<file path="src/ddi_defines.svh">
`ifndef DDI_DEFINES_SVH
`define DDI_DEFINES_SVH

// Command codes on {cs_n, ras_n, cas_n, we_n}.
`define DDI_CMD_MRS 4'h0
`define DDI_CMD_REF 4'h1
`define DDI_CMD_PRE 4'h2
`define DDI_CMD_ACT 4'h3
`define DDI_CMD_NOP 4'h7

// Bank address codes that select the mode and extended registers.
`define DDI_BA_MR 3'h0
`define DDI_BA_EMR1 3'h1
`define DDI_BA_EMR2 3'h2
`define DDI_BA_EMR3 3'h3

// Address bit positions.
`define DDI_A_DLL_EN 0
`define DDI_A_TEST 7
`define DDI_A_DLL_RST 8
`define DDI_A_PRE_ALL 10
`define DDI_A_OCD_LO 7
`define DDI_A_OCD_HI 9
`define DDI_OCD_DEFAULT 3'h7
`define DDI_OCD_EXIT 3'h0

// Timing: system clock, stabilisation, clock-enable wait, DLL lock.
`define DDI_CLK_MHZ 200
`define DDI_CLK_NS 5
`define DDI_T_STAB_US 200
`define DDI_STAB_CYC (`DDI_T_STAB_US * `DDI_CLK_MHZ)
`define DDI_T_CKE_NS 400
`define DDI_CKE_CYC ((`DDI_T_CKE_NS + `DDI_CLK_NS - 1) / `DDI_CLK_NS)
`define DDI_DLL_CK 200
`define DDI_REF_N 2
`define DDI_CK_DIV 4
`define DDI_TMRD_CK 2
`define DDI_GAP_CK 4
`define DDI_RFC_CK 16

// Controller register offsets and reset values.
`define DDI_REG_CTRL 8'h00
`define DDI_REG_STAT 8'h04
`define DDI_REG_MR 8'h08
`define DDI_REG_EMR1 8'h0C
`define DDI_REG_EMR2 8'h10
`define DDI_REG_EMR3 8'h14
`define DDI_MR_RST 13'h0000
`define DDI_EMR_RST 13'h0000

`endif

</file>
<file path="src/ddi_pkg.sv">
`include "ddi_defines.svh"
package ddi_pkg;
  // Controller sequence steps.
  typedef enum logic [3:0] {
    C_PWR, C_CKE, C_EMR2, C_EMR3, C_EMR1, C_MRDLL, C_PRE2, C_REF, C_MR,
    C_OCDDEF, C_OCDEXIT, C_DONE
  } ddi_cstep_t;

  // Memory-side tracking steps.
  typedef enum logic [3:0] {
    D_PWR, D_NOP, D_EMR2, D_EMR3, D_EMR1, D_MRDLL, D_PRE2, D_REF, D_OCD1,
    D_OCD2, D_READY
  } ddi_dstep_t;

  // Complete controller state.
  typedef struct packed {
    ddi_cstep_t step;
    logic [15:0] wait_cnt;
    logic [7:0] dll_cnt;
    logic dll_run;
    logic [1:0] ref_cnt;
    logic [3:0] div;
    logic ck;
    logic cke;
    logic [3:0] cmd;
    logic [2:0] ba;
    logic [12:0] a;
    logic [12:0] mr;
    logic [12:0] emr1;
    logic [12:0] emr2;
    logic [12:0] emr3;
    logic [31:0] rdata;
  } ddi_ctl_t;

  // Complete memory-side state.
  typedef struct packed {
    logic [22:0] s1;
    logic [22:0] s2;
    logic [22:0] s3;
    logic ck_f;
    ddi_dstep_t step;
    logic [12:0] mr;
    logic [12:0] emr1;
    logic [12:0] emr2;
    logic [12:0] emr3;
    logic [1:0] ref_cnt;
    logic banks_pre;
    logic ready;
    logic err;
    logic odt_on;
  } ddi_mem_t;
endpackage

</file>
<file path="src/ddi_link_if.sv">
`timescale 1ns/100ps
// Command and address link between the controller and the memory.
interface ddi_link_if;
  logic ck;
  logic cke;
  logic odt;
  logic cs_n;
  logic ras_n;
  logic cas_n;
  logic we_n;
  logic [2:0] ba;
  logic [12:0] a;
  modport ctl (output ck, cke, odt, cs_n, ras_n, cas_n, we_n, ba, a);
  modport mem (input ck, cke, odt, cs_n, ras_n, cas_n, we_n, ba, a);
endinterface

</file>
<file path="src/ddi_ctl.sv">
// The address map and the address-and-strobe port were decided locally.
`timescale 1ns/100ps
`include "ddi_defines.svh"
// What this block does
// - Hold clock enable and termination low.
// - Run clock 200 us before anything.
// - Send NOP, then raise clock enable.
// - Wait 400 ns, then precharge all.
// - Write extended register two.
// - Write extended register three.
// - Write extended register one, DLL on.
// - Mode register write resetting the DLL.
// - Precharge all, then two refreshes.
// - Mode register write without DLL reset.
// - Calibration waits 200 clocks after reset.
// - Calibration default, then calibration exit.
// - Memory usable only after full sequence.
// - Wrong sequence gives undefined behaviour.
// - Keep termination pin low at power-up.
// - Registers hold the listed operating fields.
// - Every write carries all register fields.
// - Register writes keep array data intact.
// - Banks idle first, then wait after write.
// - Mode register field positions.
// - 200 clocks after DLL reset before reads.
module ddi_ctl
  import ddi_pkg::*;
#(
  parameter int STAB_CYC = `DDI_STAB_CYC,
  parameter int CK_DIV = `DDI_CK_DIV,
  parameter int TMRD_CK = `DDI_TMRD_CK,
  parameter int GAP_CK = `DDI_GAP_CK,
  parameter int RFC_CK = `DDI_RFC_CK
) (
  input wire logic clk_sys,
  input wire logic rst,
  input wire logic [7:0] reg_addr,
  input wire logic [31:0] reg_wdata,
  input wire logic reg_wr,
  input wire logic reg_rd,
  output logic [31:0] reg_rdata,
  ddi_link_if.ctl lnk
);
  // Waits in system cycles, DLL_N in link clocks; one link period is two half periods of CK_DIV cycles.
  localparam logic [15:0] STAB_W = 16'(STAB_CYC);
  localparam logic [15:0] CKE_W = 16'(`DDI_CKE_CYC);
  localparam logic [15:0] MRD_W = 16'(TMRD_CK * 2 * CK_DIV);
  localparam logic [15:0] GAP_W = 16'(GAP_CK * 2 * CK_DIV);
  localparam logic [15:0] RFC_W = 16'(RFC_CK * 2 * CK_DIV);
  localparam logic [7:0] DLL_N = 8'(`DDI_DLL_CK);

  ddi_ctl_t q; // Registered state.
  ddi_ctl_t d; // Next state.
  logic ck_fall; // The link clock falls in this cycle.
  logic done; // The sequence has finished.

  assign done = (q.step == C_DONE);

  // Next-state logic: register port, clock divider and command sequencer.
  always_comb begin
    d = q;
    ck_fall = 1'b0;
    d.rdata = 32'h0000_0000;

    // The wait counter runs down on every system cycle.
    if (q.wait_cnt != 16'h0000) begin
      d.wait_cnt = q.wait_cnt - 16'h0001;
    end

    // The link clock is a plain divider, so it runs free from reset on.
    if (q.div == 4'(CK_DIV - 1)) begin
      d.div = 4'h0;
      d.ck = ~q.ck;
      ck_fall = q.ck;
    end else begin
      d.div = q.div + 4'h1;
    end

    // Register writes; values take effect when the next command using them goes out.
    if (reg_wr) begin
      case (reg_addr)
        `DDI_REG_CTRL: begin
          // A restart after completion leaves array data alone.
          if (done && reg_wdata[0]) begin
            d.step = C_CKE;
            d.wait_cnt = 16'h0000;
          end
        end
        `DDI_REG_MR: d.mr = reg_wdata[12:0];
        `DDI_REG_EMR1: d.emr1 = reg_wdata[12:0];
        `DDI_REG_EMR2: d.emr2 = reg_wdata[12:0];
        `DDI_REG_EMR3: d.emr3 = reg_wdata[12:0];
        default: d.mr = q.mr;
      endcase
    end

    // Reads answer in the next cycle; unmapped offsets read as zero.
    if (reg_rd) begin
      case (reg_addr)
        `DDI_REG_STAT: d.rdata = {24'h0, q.step, 2'h0, q.cke, done};
        `DDI_REG_MR: d.rdata = {19'h0, q.mr};
        `DDI_REG_EMR1: d.rdata = {19'h0, q.emr1};
        `DDI_REG_EMR2: d.rdata = {19'h0, q.emr2};
        `DDI_REG_EMR3: d.rdata = {19'h0, q.emr3};
        default: d.rdata = 32'h0000_0000;
      endcase
    end

    // Commands change on the falling link edge, half a period before the memory samples.
    if (ck_fall) begin
      // Every slot without a due command carries a NOP.
      d.cmd = `DDI_CMD_NOP;
      d.ba = 3'h0;
      d.a = 13'h0000;
      // Count link clocks since the DLL reset, saturating.
      if (q.dll_run && q.dll_cnt != DLL_N) begin
        d.dll_cnt = q.dll_cnt + 8'h01;
      end
      if (q.wait_cnt == 16'h0000) begin
        case (q.step)
          C_PWR: begin
            // NOP is already on the bus when clock enable rises.
            d.cke = 1'b1;
            // Only NOP for the clock-enable wait.
            d.wait_cnt = CKE_W;
            d.step = C_CKE;
          end
          C_CKE: begin
            d.cmd = `DDI_CMD_PRE;
            d.a[`DDI_A_PRE_ALL] = 1'b1;
            d.wait_cnt = GAP_W;
            d.step = C_EMR2;
          end
          C_EMR2: begin
            // Bank bits select extended register two.
            d.cmd = `DDI_CMD_MRS;
            d.ba = `DDI_BA_EMR2;
            d.a = q.emr2;
            d.wait_cnt = MRD_W;
            d.step = C_EMR3;
          end
          C_EMR3: begin
            // Bank bits select extended register three.
            d.cmd = `DDI_CMD_MRS;
            d.ba = `DDI_BA_EMR3;
            d.a = q.emr3;
            d.wait_cnt = MRD_W;
            d.step = C_EMR1;
          end
          C_EMR1: begin
            d.cmd = `DDI_CMD_MRS;
            d.ba = `DDI_BA_EMR1;
            d.a = q.emr1;
            d.a[`DDI_A_DLL_EN] = 1'b0;
            d.a[`DDI_A_OCD_HI:`DDI_A_OCD_LO] = `DDI_OCD_EXIT;
            d.wait_cnt = MRD_W;
            d.step = C_MRDLL;
          end
          C_MRDLL: begin
            // Mode register write with the DLL reset bit set.
            d.cmd = `DDI_CMD_MRS;
            d.ba = `DDI_BA_MR;
            d.a = q.mr;
            d.a[`DDI_A_DLL_RST] = 1'b1;
            // Test mode bit is always sent low.
            d.a[`DDI_A_TEST] = 1'b0;
            d.dll_run = 1'b1;
            d.dll_cnt = 8'h00;
            d.wait_cnt = MRD_W;
            d.step = C_PRE2;
          end
          C_PRE2: begin
            // Second precharge all, then the refresh pair.
            d.cmd = `DDI_CMD_PRE;
            d.a[`DDI_A_PRE_ALL] = 1'b1;
            d.ref_cnt = 2'h0;
            d.wait_cnt = GAP_W;
            d.step = C_REF;
          end
          C_REF: begin
            // Exactly the least number of refreshes is sent.
            d.cmd = `DDI_CMD_REF;
            d.ref_cnt = q.ref_cnt + 2'h1;
            d.wait_cnt = RFC_W;
            if (q.ref_cnt == 2'(`DDI_REF_N - 1)) begin
              d.step = C_MR;
            end
          end
          C_MR: begin
            // Operating parameters without another DLL reset.
            d.cmd = `DDI_CMD_MRS;
            d.ba = `DDI_BA_MR;
            d.a = q.mr;
            d.a[`DDI_A_DLL_RST] = 1'b0;
            d.a[`DDI_A_TEST] = 1'b0;
            d.wait_cnt = MRD_W;
            d.step = C_OCDDEF;
          end
          C_OCDDEF: begin
            // Calibration default is held back until the DLL count ends.
            if (q.dll_cnt == DLL_N) begin
              // Calibration default with the other fields of register one.
              d.cmd = `DDI_CMD_MRS;
              d.ba = `DDI_BA_EMR1;
              d.a = q.emr1;
              d.a[`DDI_A_DLL_EN] = 1'b0;
              d.a[`DDI_A_OCD_HI:`DDI_A_OCD_LO] = `DDI_OCD_DEFAULT;
              d.wait_cnt = MRD_W;
              d.step = C_OCDEXIT;
            end
          end
          C_OCDEXIT: begin
            // Calibration exit; the full word is sent again.
            d.cmd = `DDI_CMD_MRS;
            d.ba = `DDI_BA_EMR1;
            d.a = q.emr1;
            d.a[`DDI_A_DLL_EN] = 1'b0;
            d.a[`DDI_A_OCD_HI:`DDI_A_OCD_LO] = `DDI_OCD_EXIT;
            d.wait_cnt = MRD_W;
            d.step = C_DONE;
          end
          C_DONE: begin
            // Idle with NOP until software asks for a restart.
            d.step = C_DONE;
          end
          default: begin
            d.step = C_PWR;
          end
        endcase
      end
    end

    // Reset: clock enable low and stabilisation wait loaded.
    if (rst) begin
      d = '0;
      d.step = C_PWR;
      // The divider runs during this whole count.
      d.wait_cnt = STAB_W;
      d.cmd = `DDI_CMD_NOP;
      d.mr = `DDI_MR_RST;
      d.emr1 = `DDI_EMR_RST;
      d.emr2 = `DDI_EMR_RST;
      d.emr3 = `DDI_EMR_RST;
    end
  end

  // State register.
  always_ff @(posedge clk_sys) begin
    q <= d;
  end

  // Link pins other than termination come straight from the state register.
  assign lnk.ck = q.ck;
  // Clock enable stays low through the power-up wait.
  assign lnk.cke = q.cke;
  // Termination is never requested by this controller.
  assign lnk.odt = 1'b0;
  assign lnk.cs_n = q.cmd[3];
  assign lnk.ras_n = q.cmd[2];
  assign lnk.cas_n = q.cmd[1];
  assign lnk.we_n = q.cmd[0];
  assign lnk.ba = q.ba;
  assign lnk.a = q.a;
  assign reg_rdata = q.rdata;
endmodule

</file>
<file path="src/flat_wrapper.sv">
// flat-port wrapper written by rule: the top's interface ports become plain ports
module ddi_ctl_flat import ddi_pkg::*;
#(
  parameter int STAB_CYC = `DDI_STAB_CYC,
  parameter int CK_DIV = `DDI_CK_DIV,
  parameter int TMRD_CK = `DDI_TMRD_CK,
  parameter int GAP_CK = `DDI_GAP_CK,
  parameter int RFC_CK = `DDI_RFC_CK
)
  (clk_sys, rst, reg_addr, reg_wdata, reg_wr, reg_rd, reg_rdata, lnk_ck, lnk_cke, lnk_odt, lnk_cs_n, lnk_ras_n, lnk_cas_n, lnk_we_n, lnk_ba, lnk_a);
  ddi_link_if lnk_i ();
  input wire logic clk_sys;
  input wire logic rst;
  input wire logic [7:0] reg_addr;
  input wire logic [31:0] reg_wdata;
  input wire logic reg_wr;
  input wire logic reg_rd;
  output logic [31:0] reg_rdata;
  output wire logic [$bits(lnk_i.ck)-1:0] lnk_ck;
  output wire logic [$bits(lnk_i.cke)-1:0] lnk_cke;
  output wire logic [$bits(lnk_i.odt)-1:0] lnk_odt;
  output wire logic [$bits(lnk_i.cs_n)-1:0] lnk_cs_n;
  output wire logic [$bits(lnk_i.ras_n)-1:0] lnk_ras_n;
  output wire logic [$bits(lnk_i.cas_n)-1:0] lnk_cas_n;
  output wire logic [$bits(lnk_i.we_n)-1:0] lnk_we_n;
  output wire logic [$bits(lnk_i.ba)-1:0] lnk_ba;
  output wire logic [$bits(lnk_i.a)-1:0] lnk_a;
  assign lnk_ck = lnk_i.ck;
  assign lnk_cke = lnk_i.cke;
  assign lnk_odt = lnk_i.odt;
  assign lnk_cs_n = lnk_i.cs_n;
  assign lnk_ras_n = lnk_i.ras_n;
  assign lnk_cas_n = lnk_i.cas_n;
  assign lnk_we_n = lnk_i.we_n;
  assign lnk_ba = lnk_i.ba;
  assign lnk_a = lnk_i.a;
  ddi_ctl #(.STAB_CYC(STAB_CYC), .CK_DIV(CK_DIV), .TMRD_CK(TMRD_CK), .GAP_CK(GAP_CK), .RFC_CK(RFC_CK)) u_core (.clk_sys(clk_sys), .rst(rst), .reg_addr(reg_addr), .reg_wdata(reg_wdata), .reg_wr(reg_wr), .reg_rd(reg_rd), .reg_rdata(reg_rdata), .lnk(lnk_i));
endmodule
</file>
<file path="config.mk">
export PLATFORM = sky130hd
export DESIGN_NAME = ddi_ctl_flat
export DESIGN_NICKNAME = d
export VERILOG_FILES = /design/src/ddi_pkg.sv /design/src/ddi_link_if.sv /design/src/ddi_ctl.sv /design/src/flat_wrapper.sv
export VERILOG_INCLUDE_DIRS = /design/src
export SDC_FILE = /design/constraint.sdc
export NUM_CORES = 1
export LEC_CHECK = 0
export BUFFER_PORTS_ARGS = -buffer_cell sky130_fd_sc_hd__clkbuf_2
export CAP_MARGIN = 25
export CORE_MARGIN = 8
export CORE_UTILIZATION = 51
export CTS_BUF_LIST = sky130_fd_sc_hd__clkbuf_16
export DETAILED_ROUTE_END_ITERATION = 6
export PLACE_DENSITY = 0.76
export SYNTH_ARGS = -nofsm -noshare
export SYNTH_HDL_FRONTEND = slang
export SYNTH_SLANG_ARGS = --single-unit
</file>
<file path="constraint.sdc">
create_clock -name clk_sys -period 1.7 [get_ports clk_sys]
set_input_delay 0.085 -clock clk_sys [delete_from_list [all_inputs] [get_ports clk_sys]]
set_output_delay 0.085 -clock clk_sys [all_outputs]
set_load 0.005 [all_outputs]
</file>
## Word-level counts from Yosys, hierarchy flattened

Cells that the tools add are included.
W data, S select, Z words.

| storage, ports and cells | value |
|---|---|
| logic and storage cells | 84 |
| bits of input ports | 44 |
| register bits | 141 |

| cells by class | value |
|---|---|
| bitwise logic cells | 2 |
| $add $sub $neg | 4 |
| equality and inequality tests | 20 |
| reduce and logical (&&, ||, !) cells | 21 |
| muxes and demuxes | 21 |

Operators by type and width:

| cell | count |
|---|---|
| $mux W20 | 5 |
| $pmux W16 S5 | 1 |
| $pmux W13 S5 | 1 |
| $mux W31 | 2 |
| $pmux W10 S6 | 1 |
| $pmux W4 S11 | 1 |
| $pmux W5 S5 | 1 |
| $mux W19 | 1 |
| $eq A4 B3 Y1 const B | 4 |
| $eq A4 B4 Y1 const B | 4 |
| $eq A8 B4 Y1 const B | 2 |
| $eq A8 B5 Y1 const B | 2 |
| $logic_not A16 Y1 | 1 |
| $mux W16 | 1 |
| $pmux W4 S4 | 1 |
| $reduce_bool A16 Y1 | 1 |
| $sub A16 B1 Y16 const B | 1 |
| $eq A4 B2 Y1 const B | 3 |
| $reduce_or A2 Y1 | 6 |
| $mux W9 | 1 |
| $reduce_and A3 Y1 | 3 |
| $add A8 B1 Y8 const B | 1 |
| $eq A8 B3 Y1 const B | 1 |
| $eq A8 B8 Y1 const B | 1 |
| 17 further kinds | 22 |

## Longest topological paths before layout

Gate-level depths: netlist of the first run.

| depth | value |
|---|---|
| word-level depth | 9 |
| depth in mapped cells | 9 |
| gate-level depth less buffers | 7 |

## Worst setup path after synthesis of the first run

No wires, ideal clock.

| timing path | value |
|---|---|
| path type | register to register |
| start | reg u_core.q[113] (netlist name) |
| end | reg u_core.q, in the netlist u_core.lnk.a[10] |
| period minus slack after synthesis | 1.708 ns |
| stages on the path, launching flop included | 9 |
| path buffers | 1 |
| arrival time | 1.577 ns |
| slack | -0.008 ns |
| cells stage by stage | dfxtp_1 inv_1 ha_1 nand4b_1 nor4_4 a211o_1 buf_4 a221oi_1 o22ai_1 |

| on the way | value |
|---|---|
| longest elaborated chain between the ends | 4 |

RTL lines:

| element | RTL line | source |
|---|---|---|
| start, declared | ddi_ctl.sv:52 | `ddi_ctl_t q;` |
| start signal, assigned | ddi_ctl.sv:249 | `q <= d;` |
| $eq A8 B8 Y1 | ddi_ctl.sv:201 | `if (q.dll_cnt == DLL_N) begin` |
| $mux W19 | ddi_ctl.sv:201 |  |
| $pmux W1 S6 | ddi_ctl.sv:120 | `case (q.step)` |
| $mux W20 | ddi_ctl.sv:119 | `if (q.wait_cnt == 16'h0000) begin` |

Every way passes these cells.
A chain may end at the register's enable or synchronous reset.

## Worst setup path in the final report of the first run

| timing path | value |
|---|---|
| start | reg u_core.q[117] (netlist name) |
| end | reg u_core.q, in the netlist u_core.lnk.a[5] |

| on the way | value |
|---|---|
| longest elaborated chain between the ends | 4 |

RTL lines:

| element | RTL line |
|---|---|
| $eq A8 B8 Y1 | ddi_ctl.sv:201 |
| $mux W19 | ddi_ctl.sv:201 |
| $pmux W10 S6 | ddi_ctl.sv:120 |
| $mux W20 | ddi_ctl.sv:119 |

Every way passes these cells.

==> qor.csv, run 1 <==
metric;value;unit
Critical Path RT;2.05;ns
Critical Path Most Common Cell;buf_6;
core box area;11910;sq um
# rows;40;
outcome;finished, violations left;
CP max stage delay;0.41;ns
Worst Path Max Fanout;5;
main combinational cell family by area after synthesis;simple AND/OR/NAND/NOR gates;
IO Pins;99;
Post-Synth XOR/XNOR Area;2.422;%
total CTS buffers;17;
hpwl dp;12080;um
minimum clock period after layout;1.869;ns
Achievable Freq;535.2;MHz
Post-route DRC;0;
via count;5835;
# H-tree levels;4;
CP max stage cell;or3b_4;
total die area;15820;sq um
setup TNS;-3.348;ns
footprint of the multi-input gates;3473;sq um
Pwr Density;862.7;nW/um^2
max_cap viols;0;
drt pass-1 iters;6;
synth top area cells;dfxtp_1 (39%), mux2i_1 (11%), buf_4 (6.8%);
# port buffers;57;
Worst-Skew Late Latency;0.43;ns
crit path kind;register to register;
WL/cell;19.53;um
mux cell area share after synthesis;11.66;%
vias in the first global route;5884;
fraction of registers with async set/reset;0;%
FF+latch count, synth;120;
arrival time at the worst endpoint;2.22;ns
fill count;845;
Longest Clk Path Bufs;2;
routed vias/inst;5.997;
final slew viol count;0;
Synth Area per Inst;9.000;sq um
top cell type's share of synthesized area;39.08;%
Reg clk slew, reported paths;0.06;ns
post-synthesis cell area;6147;sq um
Yosys top cell by area;dfxtp_1;
Final Hold Viols;0;
EDFF count, synth;0;
Register Area;2420;sq um
Peak VDD IR;0.6636;mV
Max-slew headroom;56.73;%
Die Width;125.8;um
Final nets;863;
Setup WS post-layout;-0.1686;ns
ys flop type;dfxtp_1;
Die Y;125.8;um
clk sink count;120;
global route overflow;0;
n_diodes;0;
WHS;0.02947;ns
first-pass GRT wire length;29570;um
routability congestion estimate;0.8872;
CTS tree;built;
Post-Synth Adder-Cell Area;1.221;%
Worst Tran Pin Value;0.6484;ns
RSZ-0062 raised after global routing;yes;
Startpoint Class;register;
worst hold path class;primary input to register;
layout cells sized above 1;35.47;%
simple-gate share of the synthesized area;19.99;%
# setup viols final;44;
worst-path cell chain;or3b_4 > buf_6 > nor4_4 > a211o_1 > buf_6 > a221oi_2 > o21ai_1;
Cells after Synth;683;
Layout area overhead;30.98;%
iteration-0 DRC count of the detailed router;608;
failing checks;setup timing;
Yosys cell types;68;
initial core utilization;51.61;%
complex-gate fraction of the synthesized area;14.74;%
Total Routing Usage GR;23.07;%
root buf cell;clkbuf_16;
pin count of the biggest net entering global routing;46;
period utilization;109.9;%
Synth Warn #;0;
skew final;0.01467;ns
Pleak;3.168;nW
Seq/Total Area, Yosys;39.08;%
final wirelength;19000;um
initial antenna violation count;0;
CP endpoint kind;register;
Routed Antenna Nets;0;
[cells in the mapped netlist, types with 10 or more instances]
master	number
nor2b_1	13
dfxtp_1	120
a22o_1	15
inv_1	10
mux2i_1	66
nand2_1	32
nand3_1	16
nor2_1	94
buf_4	56
a221oi_1	15
a21oi_1	31
clkbuf_1	22
nor3_1	14
o21ai_1	16
[per-layer routing]
metal  wire, um  global-route usage (%)  part of all wire [%]  vias up
li1           -                       -                     -     2627
met3       1719                   6.667                   9.0       67
met5          0                       0                     0        -
met2       8883                   37.73                    47      396
met4        603                   12.38                   3.2        0
met1       7796                   26.88                    41     2745
[cell type report]
type	instances	share of cell area [%]
Tap cell	147	2.284
Clock inverter	15	1.601
Timing Repair Buffer	183	17.17
Inverter	10	0.4662
Clock buffer	17	5.284
Multi-Input combinational cell	481	43.14
Sequential cell	120	30.05
[state kept, by name, summed over array words and instances (netlist names)]
register,count
u_core.lnk.ba,2
u_core.lnk.ck,1
u_core.q,87
u_core.reg_rdata,13
u_core.lnk.cke,1
u_core.lnk.we_n,1
u_core.lnk.a,13
u_core.lnk.ras_n,1
u_core.lnk.cas_n,1
[cells in the final DEF (no fill, tap or decap), types with 7 or more instances in the layout]
cell           netlist  routed
clkbuf_2             1      57
dfxtp_2              0      14
conb_1               1      22
a221oi_2             0       7
nor2b_1             13       9
mux2i_1             66      66
buf_12               1       7
clkbuf_16            0      17
buf_4               56      98
and3_1               8       7
xor2_1               9       9
buf_6                5       9
nand3_1             16      15
xnor2_1              8       8
a22oi_1              9       9
nand2_1             32      29
nor2_1              94      84
dlygate4sd3_1        0      12
nand2b_1             7       7
dfxtp_1            120     106
a21oi_1             31      31
a22o_1              15      15
nor3_1              14      12
o21ai_1             16      17
nor2_2               1      11
[worst max-delay path: cells and delay by family, from the launching register on]
kind | cells | cell delay, ns
buf+inv | 2 | 0.32
simple gates | 2 | 0.66
compound gates | 3 | 0.49
flops | 1 | 0.32
[power by group]
group,switching (mW),total [mW],internal [mW]
clock network,1.37,3.37,2.01
registers,0.0464,2.91,2.87
logic,0.347,0.660,0.313
[kinds of logic (layout without fill, tap and decap cells)]
| logic type | Yosys count | in the layout |
|---|---|---|
| compound gates | 130 | 131 |
| xor+xnor | 17 | 17 |
| fa+ha+maj | 6 | 6 |
| buf+inv | 105 | 225 |
| flops | 120 | 120 |
| mux | 71 | 71 |
| other cells | 1 | 22 |
| simple gates | 233 | 234 |
[metrics by stage]
step           std cells  util (%)  power [mW]  worst slack [ns]  instance area, sq um
2_1_floorplan        704         -       3.282          0.001075                  6227
3_3_place_gp         920     58.42       3.485           -0.1964                  6959
3_5_place_dp         920     58.42       3.513           -0.2189                  6959
4_1_cts              970     66.40       6.897           -0.1310                  7909
5_1_grt              973     67.59       7.145           -0.2005                  8051
6_report             973     67.59       6.946           -0.1686                  8051
[repair_timing]
item | in CTS | in global routing
setup buffers | 4 | 4
gates cloned | 3 | 0
hold buffers | 12 | 0
pin swaps | 33 | 20
setup endpoints to repair | 47 | 49
gates resized for setup | 55 | 36
endpoints found under the hold margin | 47 | 0
[final timing paths]
kind                                 startpoint  slack [ns]  cells past startpoint               to
worst min-delay path               reg_wdata[0]        0.03                      3     u_core.q[32]
worst min register to register  u_core.lnk.a[0]        0.46                      2  u_core.lnk.a[0]
worst max register to register    u_core.q[117]       -0.17                      7  u_core.lnk.a[5]
worst max-delay path              u_core.q[117]       -0.17                      7  u_core.lnk.a[5]
Note: power is estimated with default switching activity, not from simulation.
==> run 2, diff against run 1 <==
--- a/config.mk
+++ b/config.mk
@@ -12,7 +12,7 @@
 export CORE_UTILIZATION = 51
 export CTS_BUF_LIST = sky130_fd_sc_hd__clkbuf_16
 export DETAILED_ROUTE_END_ITERATION = 6
-export PLACE_DENSITY = 0.76
+export PLACE_DENSITY_LB_ADDON = 0.12
 export SYNTH_ARGS = -nofsm -noshare
 export SYNTH_HDL_FRONTEND = slang
 export SYNTH_SLANG_ARGS = --single-unit
==> qor.csv, run 2 (synthesis results as in run 1) <==
metric;value;unit
CP endpoint kind;register;
root buf cell;clkbuf_16;
Final nets;877;
Worst Tran Pin Value;0.5599;ns
routability congestion estimate;0.8464;
Pleak;3.228;nW
worst hold path class;primary input to register;
RSZ-0062 raised after global routing;yes;
period utilization;107.2;%
clk sink count;120;
vias in the first global route;5450;
iteration-0 DRC count of the detailed router;448;
# setup viols final;35;
total CTS buffers;17;
initial antenna violation count;0;
Register-to-Register Path Depth;7;
Setup WS post-layout;-0.1226;ns
crit path kind;register to register;
# port buffers;57;
max reg flops;87;
most frequent cells in the layout;buf_4 (107), dfxtp_1 (107), nor2_1 (82);
footprint of the multi-input gates;3685;sq um
Total Routing Usage GR;22.18;%
Layout area overhead;36.68;%
via count;5610;
WL/cell;18.44;um
FF-to-FF setup slack;-0.12;ns
final wirelength;18200;um
number of cells after detailed placement;929;
Routed Antenna Nets;0;
layout cells sized above 1;37.62;%
max_cap viols;0;
Reg clk slew, reported paths;0.05;ns
Final Hold Viols;0;
final slew viol count;0;
Die Y;125.8;um
arrival time at the worst endpoint;2.16;ns
# H-tree levels;4;
outcome;finished, violations left;
Peak VDD IR;0.7477;mV
Max-slew headroom;62.59;%
core box area;11910;sq um
Worst-Skew Late Latency;0.43;ns
Post-route DRC;0;
Die Width;125.8;um
WHS;0.07166;ns
Reg with most FFs;u_core.q;
failing checks;setup timing;
pin count of the biggest net entering global routing;43;
total die area;15820;sq um
drt pass-1 iters;6;
n_diodes;0;
initial core utilization;51.61;%
IO Pins;99;
hold path depth;3;
Achievable Freq;548.7;MHz
first-pass GRT wire length;28180;um
routed vias/inst;5.684;
total design power;6.876;mW
global route overflow;0;
# rows;40;
Longest Clk Path Bufs;2;
Startpoint Class;register;
Critical Path RT;2.03;ns
Worst Path Max Fanout;5;
CTS tree;built;
hpwl dp;11860;um
Pwr Density;818.4;nW/um^2
Register Area;2419;sq um
fill count;900;
minimum clock period after layout;1.823;ns
skew final;0.01757;ns
fin cells;987;
[run 2: cell types whose count changed in the layout (fill, tap and decap cells not counted), moves of 3 or more]
cell / before / now
a21oi_1: 31 / 28
a221oi_2: 7 / 2
a221oi_4: 2 / 8
buf_4: 98 / 107
buf_6: 9 / 12
clkinv_1: 0 / 3
nor2_4: 0 / 4
nor4_2: 3 / 0
nor4_4: 2 / 6
[run 2: through the flow]
step	setup WS [ns]	instance area, sq um	setup TNS (ns)	util (%)
global route	-0.1832	8402	-4.481	70.54
CTS	-0.1290	7969	-2.942	66.90
detailed placement	-0.2632	7020	-8.844	58.94
global placement	-0.1914	7020	-6.779	58.94
finish	-0.1226	8402	-2.223	70.54
floorplan	0.001075	6227	0	-
[run 2: cell type report]
type,count,share of cell area [%]
multi-input combinational,480,43.86
sequential,120,28.79
timing repair buffer,198,18.32
clock buffer,17,5.063
tap,147,2.189
clock inverter,15,1.340
inverter,10,0.4468
[run 2: layer usage]
layer / global-route usage (%) / share of wire, % / up-vias
li1: - / - / 2658
met1: 29.51 / 46 / 2725
met2: 33.57 / 45 / 197
met3: 6.582 / 6.7 / 30
met4: 7.360 / 1.7 / 0
met5: 0 / 0 / -
[run 2: path summary, 6_finish.rpt]
check,from,endpoint
min,reg_rd,u_core.reg_rdata[1]
min reg2reg,u_core.lnk.a[4],u_core.lnk.a[4]
max,u_core.q[125],u_core.q[138]
max reg2reg,u_core.q[125],u_core.q[138]
[run 2: worst max-delay path, stage by stage, from the launching register on]
cell and delay (ns):
dfxtp_2 0.31, or4_4 0.59, nor2_8 0.12, and3_4 0.26, buf_6 0.12, buf_6 0.10
o311ai_2 0.10, a21oi_1 0.15
[run 2: power breakdown]
part,leakage [nW],switching [mW],internal (mW)
clock,0.259,1.30,1.97
sequential,0.974,0.0482,2.87
combinational,1.99,0.364,0.326
[run 2: repair_timing]
item / 4_1_cts / 5_1_grt
cloned: 1 / 2
endpoints found under the setup margin: 47 / 50
gates resized for setup: 50 / 80
endpoints found under the hold margin: 50 / 0
hold buffers: 13 / 0
setup buffers: 5 / 11
pin swaps: 26 / 33
==> run 3, diff against run 2 <==
--- a/config.mk
+++ b/config.mk
@@ -12,7 +12,7 @@
 export CORE_UTILIZATION = 51
 export CTS_BUF_LIST = sky130_fd_sc_hd__clkbuf_16
 export DETAILED_ROUTE_END_ITERATION = 6
-export PLACE_DENSITY_LB_ADDON = 0.12
+export PLACE_DENSITY = 0.85
 export SYNTH_ARGS = -nofsm -noshare
 export SYNTH_HDL_FRONTEND = slang
 export SYNTH_SLANG_ARGS = --single-unit
==> qor.csv, run 3 (synthesis results as in run 1) <==
metric;value;unit
Longest Clk Path Bufs;2;
CP endpoint kind;register;
core box area;11910;sq um
power share of the sequential group;39.6;%
first-pass GRT wire length;30990;um
failing checks;DRC, setup timing;
hpwl dp;11420;um
crit path kind;register to register;
fin cells;978;
most frequent cells in the layout;dfxtp_1 (109), buf_4 (97), nor2_1 (80);
n_diodes;0;
Clk pwr share;49.2;%
# rows;40;
worst hold start;reg_rd;
Int Pwr;5.518;mW
Startpoint Class;register;
Worst-Skew Late Latency;0.43;ns
global route overflow;0;
worst hold path class;primary input to register;
Worst Path Max Fanout;11;
Pwr Density;876.9;nW/um^2
post-route cell area;8399;sq um
hold path depth;4;
WL/cell;24.06;um
Reg-to-Reg Start;u_core.q[138];
CP max stage cell;dfxtp_2;
clk sink count;120;
outcome;finished, violations left;
total CTS buffers;17;
drt pass-1 iters;7;
Logic pwr share;11.1;%
final slew viol count;0;
# setup viols final;49;
routability congestion estimate;0.8787;
# H-tree levels;4;
Placed Area;6923;sq um
Routed Antenna Nets;0;
Critical Path Most Common Cell;buf_4;
total die area;15820;sq um
worst slack at placement;-0.2393;ns
IO Pins;99;
iteration-0 DRC count of the detailed router;1415;
Pleak;3.256;nW
Setup WS post-layout;-0.2578;ns
final wirelength;23530;um
Final nets;869;
fill count;721;
skew final;0.01018;ns
vias in the first global route;5987;
Post-route DRC;11;
FF-to-FF setup slack;-0.26;ns
Reg clk slew, reported paths;0.05;ns
Die Y;125.8;um
via count;6499;
period utilization;115.2;%
Worst Tran Pin Value;0.6743;ns
worst-path cell chain;buf_4 > buf_4 > nor2_1 > nand2_1 > a2111oi_2 > a21oi_1 > o22ai_1;
max_cap viols;0;
Achievable Freq;510.8;MHz
initial antenna violation count;0;
Critical Path Start;u_core.q[138];
layout cells sized above 1;38.27;%
arrival time at the worst endpoint;2.30;ns
# port buffers;57;
routed vias/inst;6.645;
root buf cell;clkbuf_16;
initial core utilization;51.61;%
Critical R2R Capture;u_core.lnk.a[10];
CP max stage delay;0.40;ns
commonest non-fill, non-tap cell in the layout;dfxtp_1;
number of cells after detailed placement;916;
max reg flops;87;
Max-slew headroom;55.00;%
Critical Path RT;2.04;ns
Sw Ratio;25.08;%
Final Hold Viols;0;
hold endpoint;u_core.reg_rdata[3];
pin count of the biggest net entering global routing;37;
Register-to-Register Path Depth;7;
Layout area overhead;36.64;%
Peak VDD IR;0.4224;mV
Total Routing Usage GR;24.26;%
switching power;1.847;mW
Reg with most FFs;u_core.q;
minimum clock period after layout;1.958;ns
RSZ-0062 raised after global routing;yes;
Die Width;125.8;um
CTS tree;built;
run 3: changes by cell type in the layout (fill, tap and decap cells not counted), moves of 3 or more:
cell | before | now
a21oi_2 | 2 | 5
a221oi_1 | 5 | 8
buf_6 | 12 | 16
buf_4 | 107 | 97
a221oi_2 | 2 | 5
dfxtp_2 | 13 | 10
nor4_2 | 0 | 4
a21oi_1 | 28 | 25
a221oi_4 | 8 | 2
run 3: cell type report:
type	count	area, sq um	share of cell area, %
Timing Repair Buffer	189	1444	17.19
Inverter	10	37.54	0.4469
Clock inverter	14	158.9	1.892
Clock buffer	17	425.4	5.065
Sequential cell	120	2419	28.79
Multi-Input combinational cell	481	3731	44.42
Tap cell	147	183.9	2.190
run 3: worst max-delay path by stage:
stage,cells past startpoint,endpoint
2_1_floorplan,7,u_core.q[139]
3_3_place_gp,8,u_core.lnk.cas_n
6_report,7,u_core.lnk.a[10]
3_5_place_dp,6,u_core.lnk.a[3]
4_1_cts,8,u_core.lnk.a[11]
5_1_grt,7,u_core.q[126]
run 3: repair_timing:
item	in CTS	in global routing
buffers inserted	9	7
cloned	3	1
endpoints found under the setup margin	48	50
gates resized for setup	48	92
pin swaps	32	50
hold buffers	13	0
hold endpoints to repair	45	0
run 3: stage by stage:
stage | TNS [ns] | utilization, % | total power, mW | hold WS, ns
5_1_grt | -9.164 | 70.51 | 7.524 | 0.1008
3_5_place_dp | -9.936 | 58.12 | 3.484 | 0.3865
3_3_place_gp | -6.283 | 58.12 | 3.468 | 0.3763
2_1_floorplan | 0 | - | 3.282 | 0.2321
4_1_cts | -2.389 | 66.49 | 7.116 | 0.09012
6_report | -7.313 | 70.51 | 7.366 | 0.09086
run 3: worst max-delay path: cells and delay by family (launching register included):
family | cells | cell delay [ns]
AOI/OAI and AO/OA | 3 | 0.62
buffers and inverters | 2 | 0.32
DFF | 1 | 0.40
and+or+nand+nor | 2 | 0.55
run 3: power by group through the flow:
stage / Combinational [mW] / Sequential, mW / Clock [mW]
after floorplan: 0.314 / 2.97 / 0
after global placement: 0.511 / 2.96 / 0
after detailed placement: 0.525 / 2.96 / 0
after CTS: 0.630 / 2.91 / 3.58
after global routing: 0.852 / 2.92 / 3.75
final: 0.819 / 2.92 / 3.63
run 3: metal layers:
metal  track usage [%]  up-vias  wire, um
met5                 0        -         0
met4             15.29        0      1766
met3             6.793      217      2803
met2             38.53      647     10330
met1             28.49     2998      8628
li1                  -     2637         -
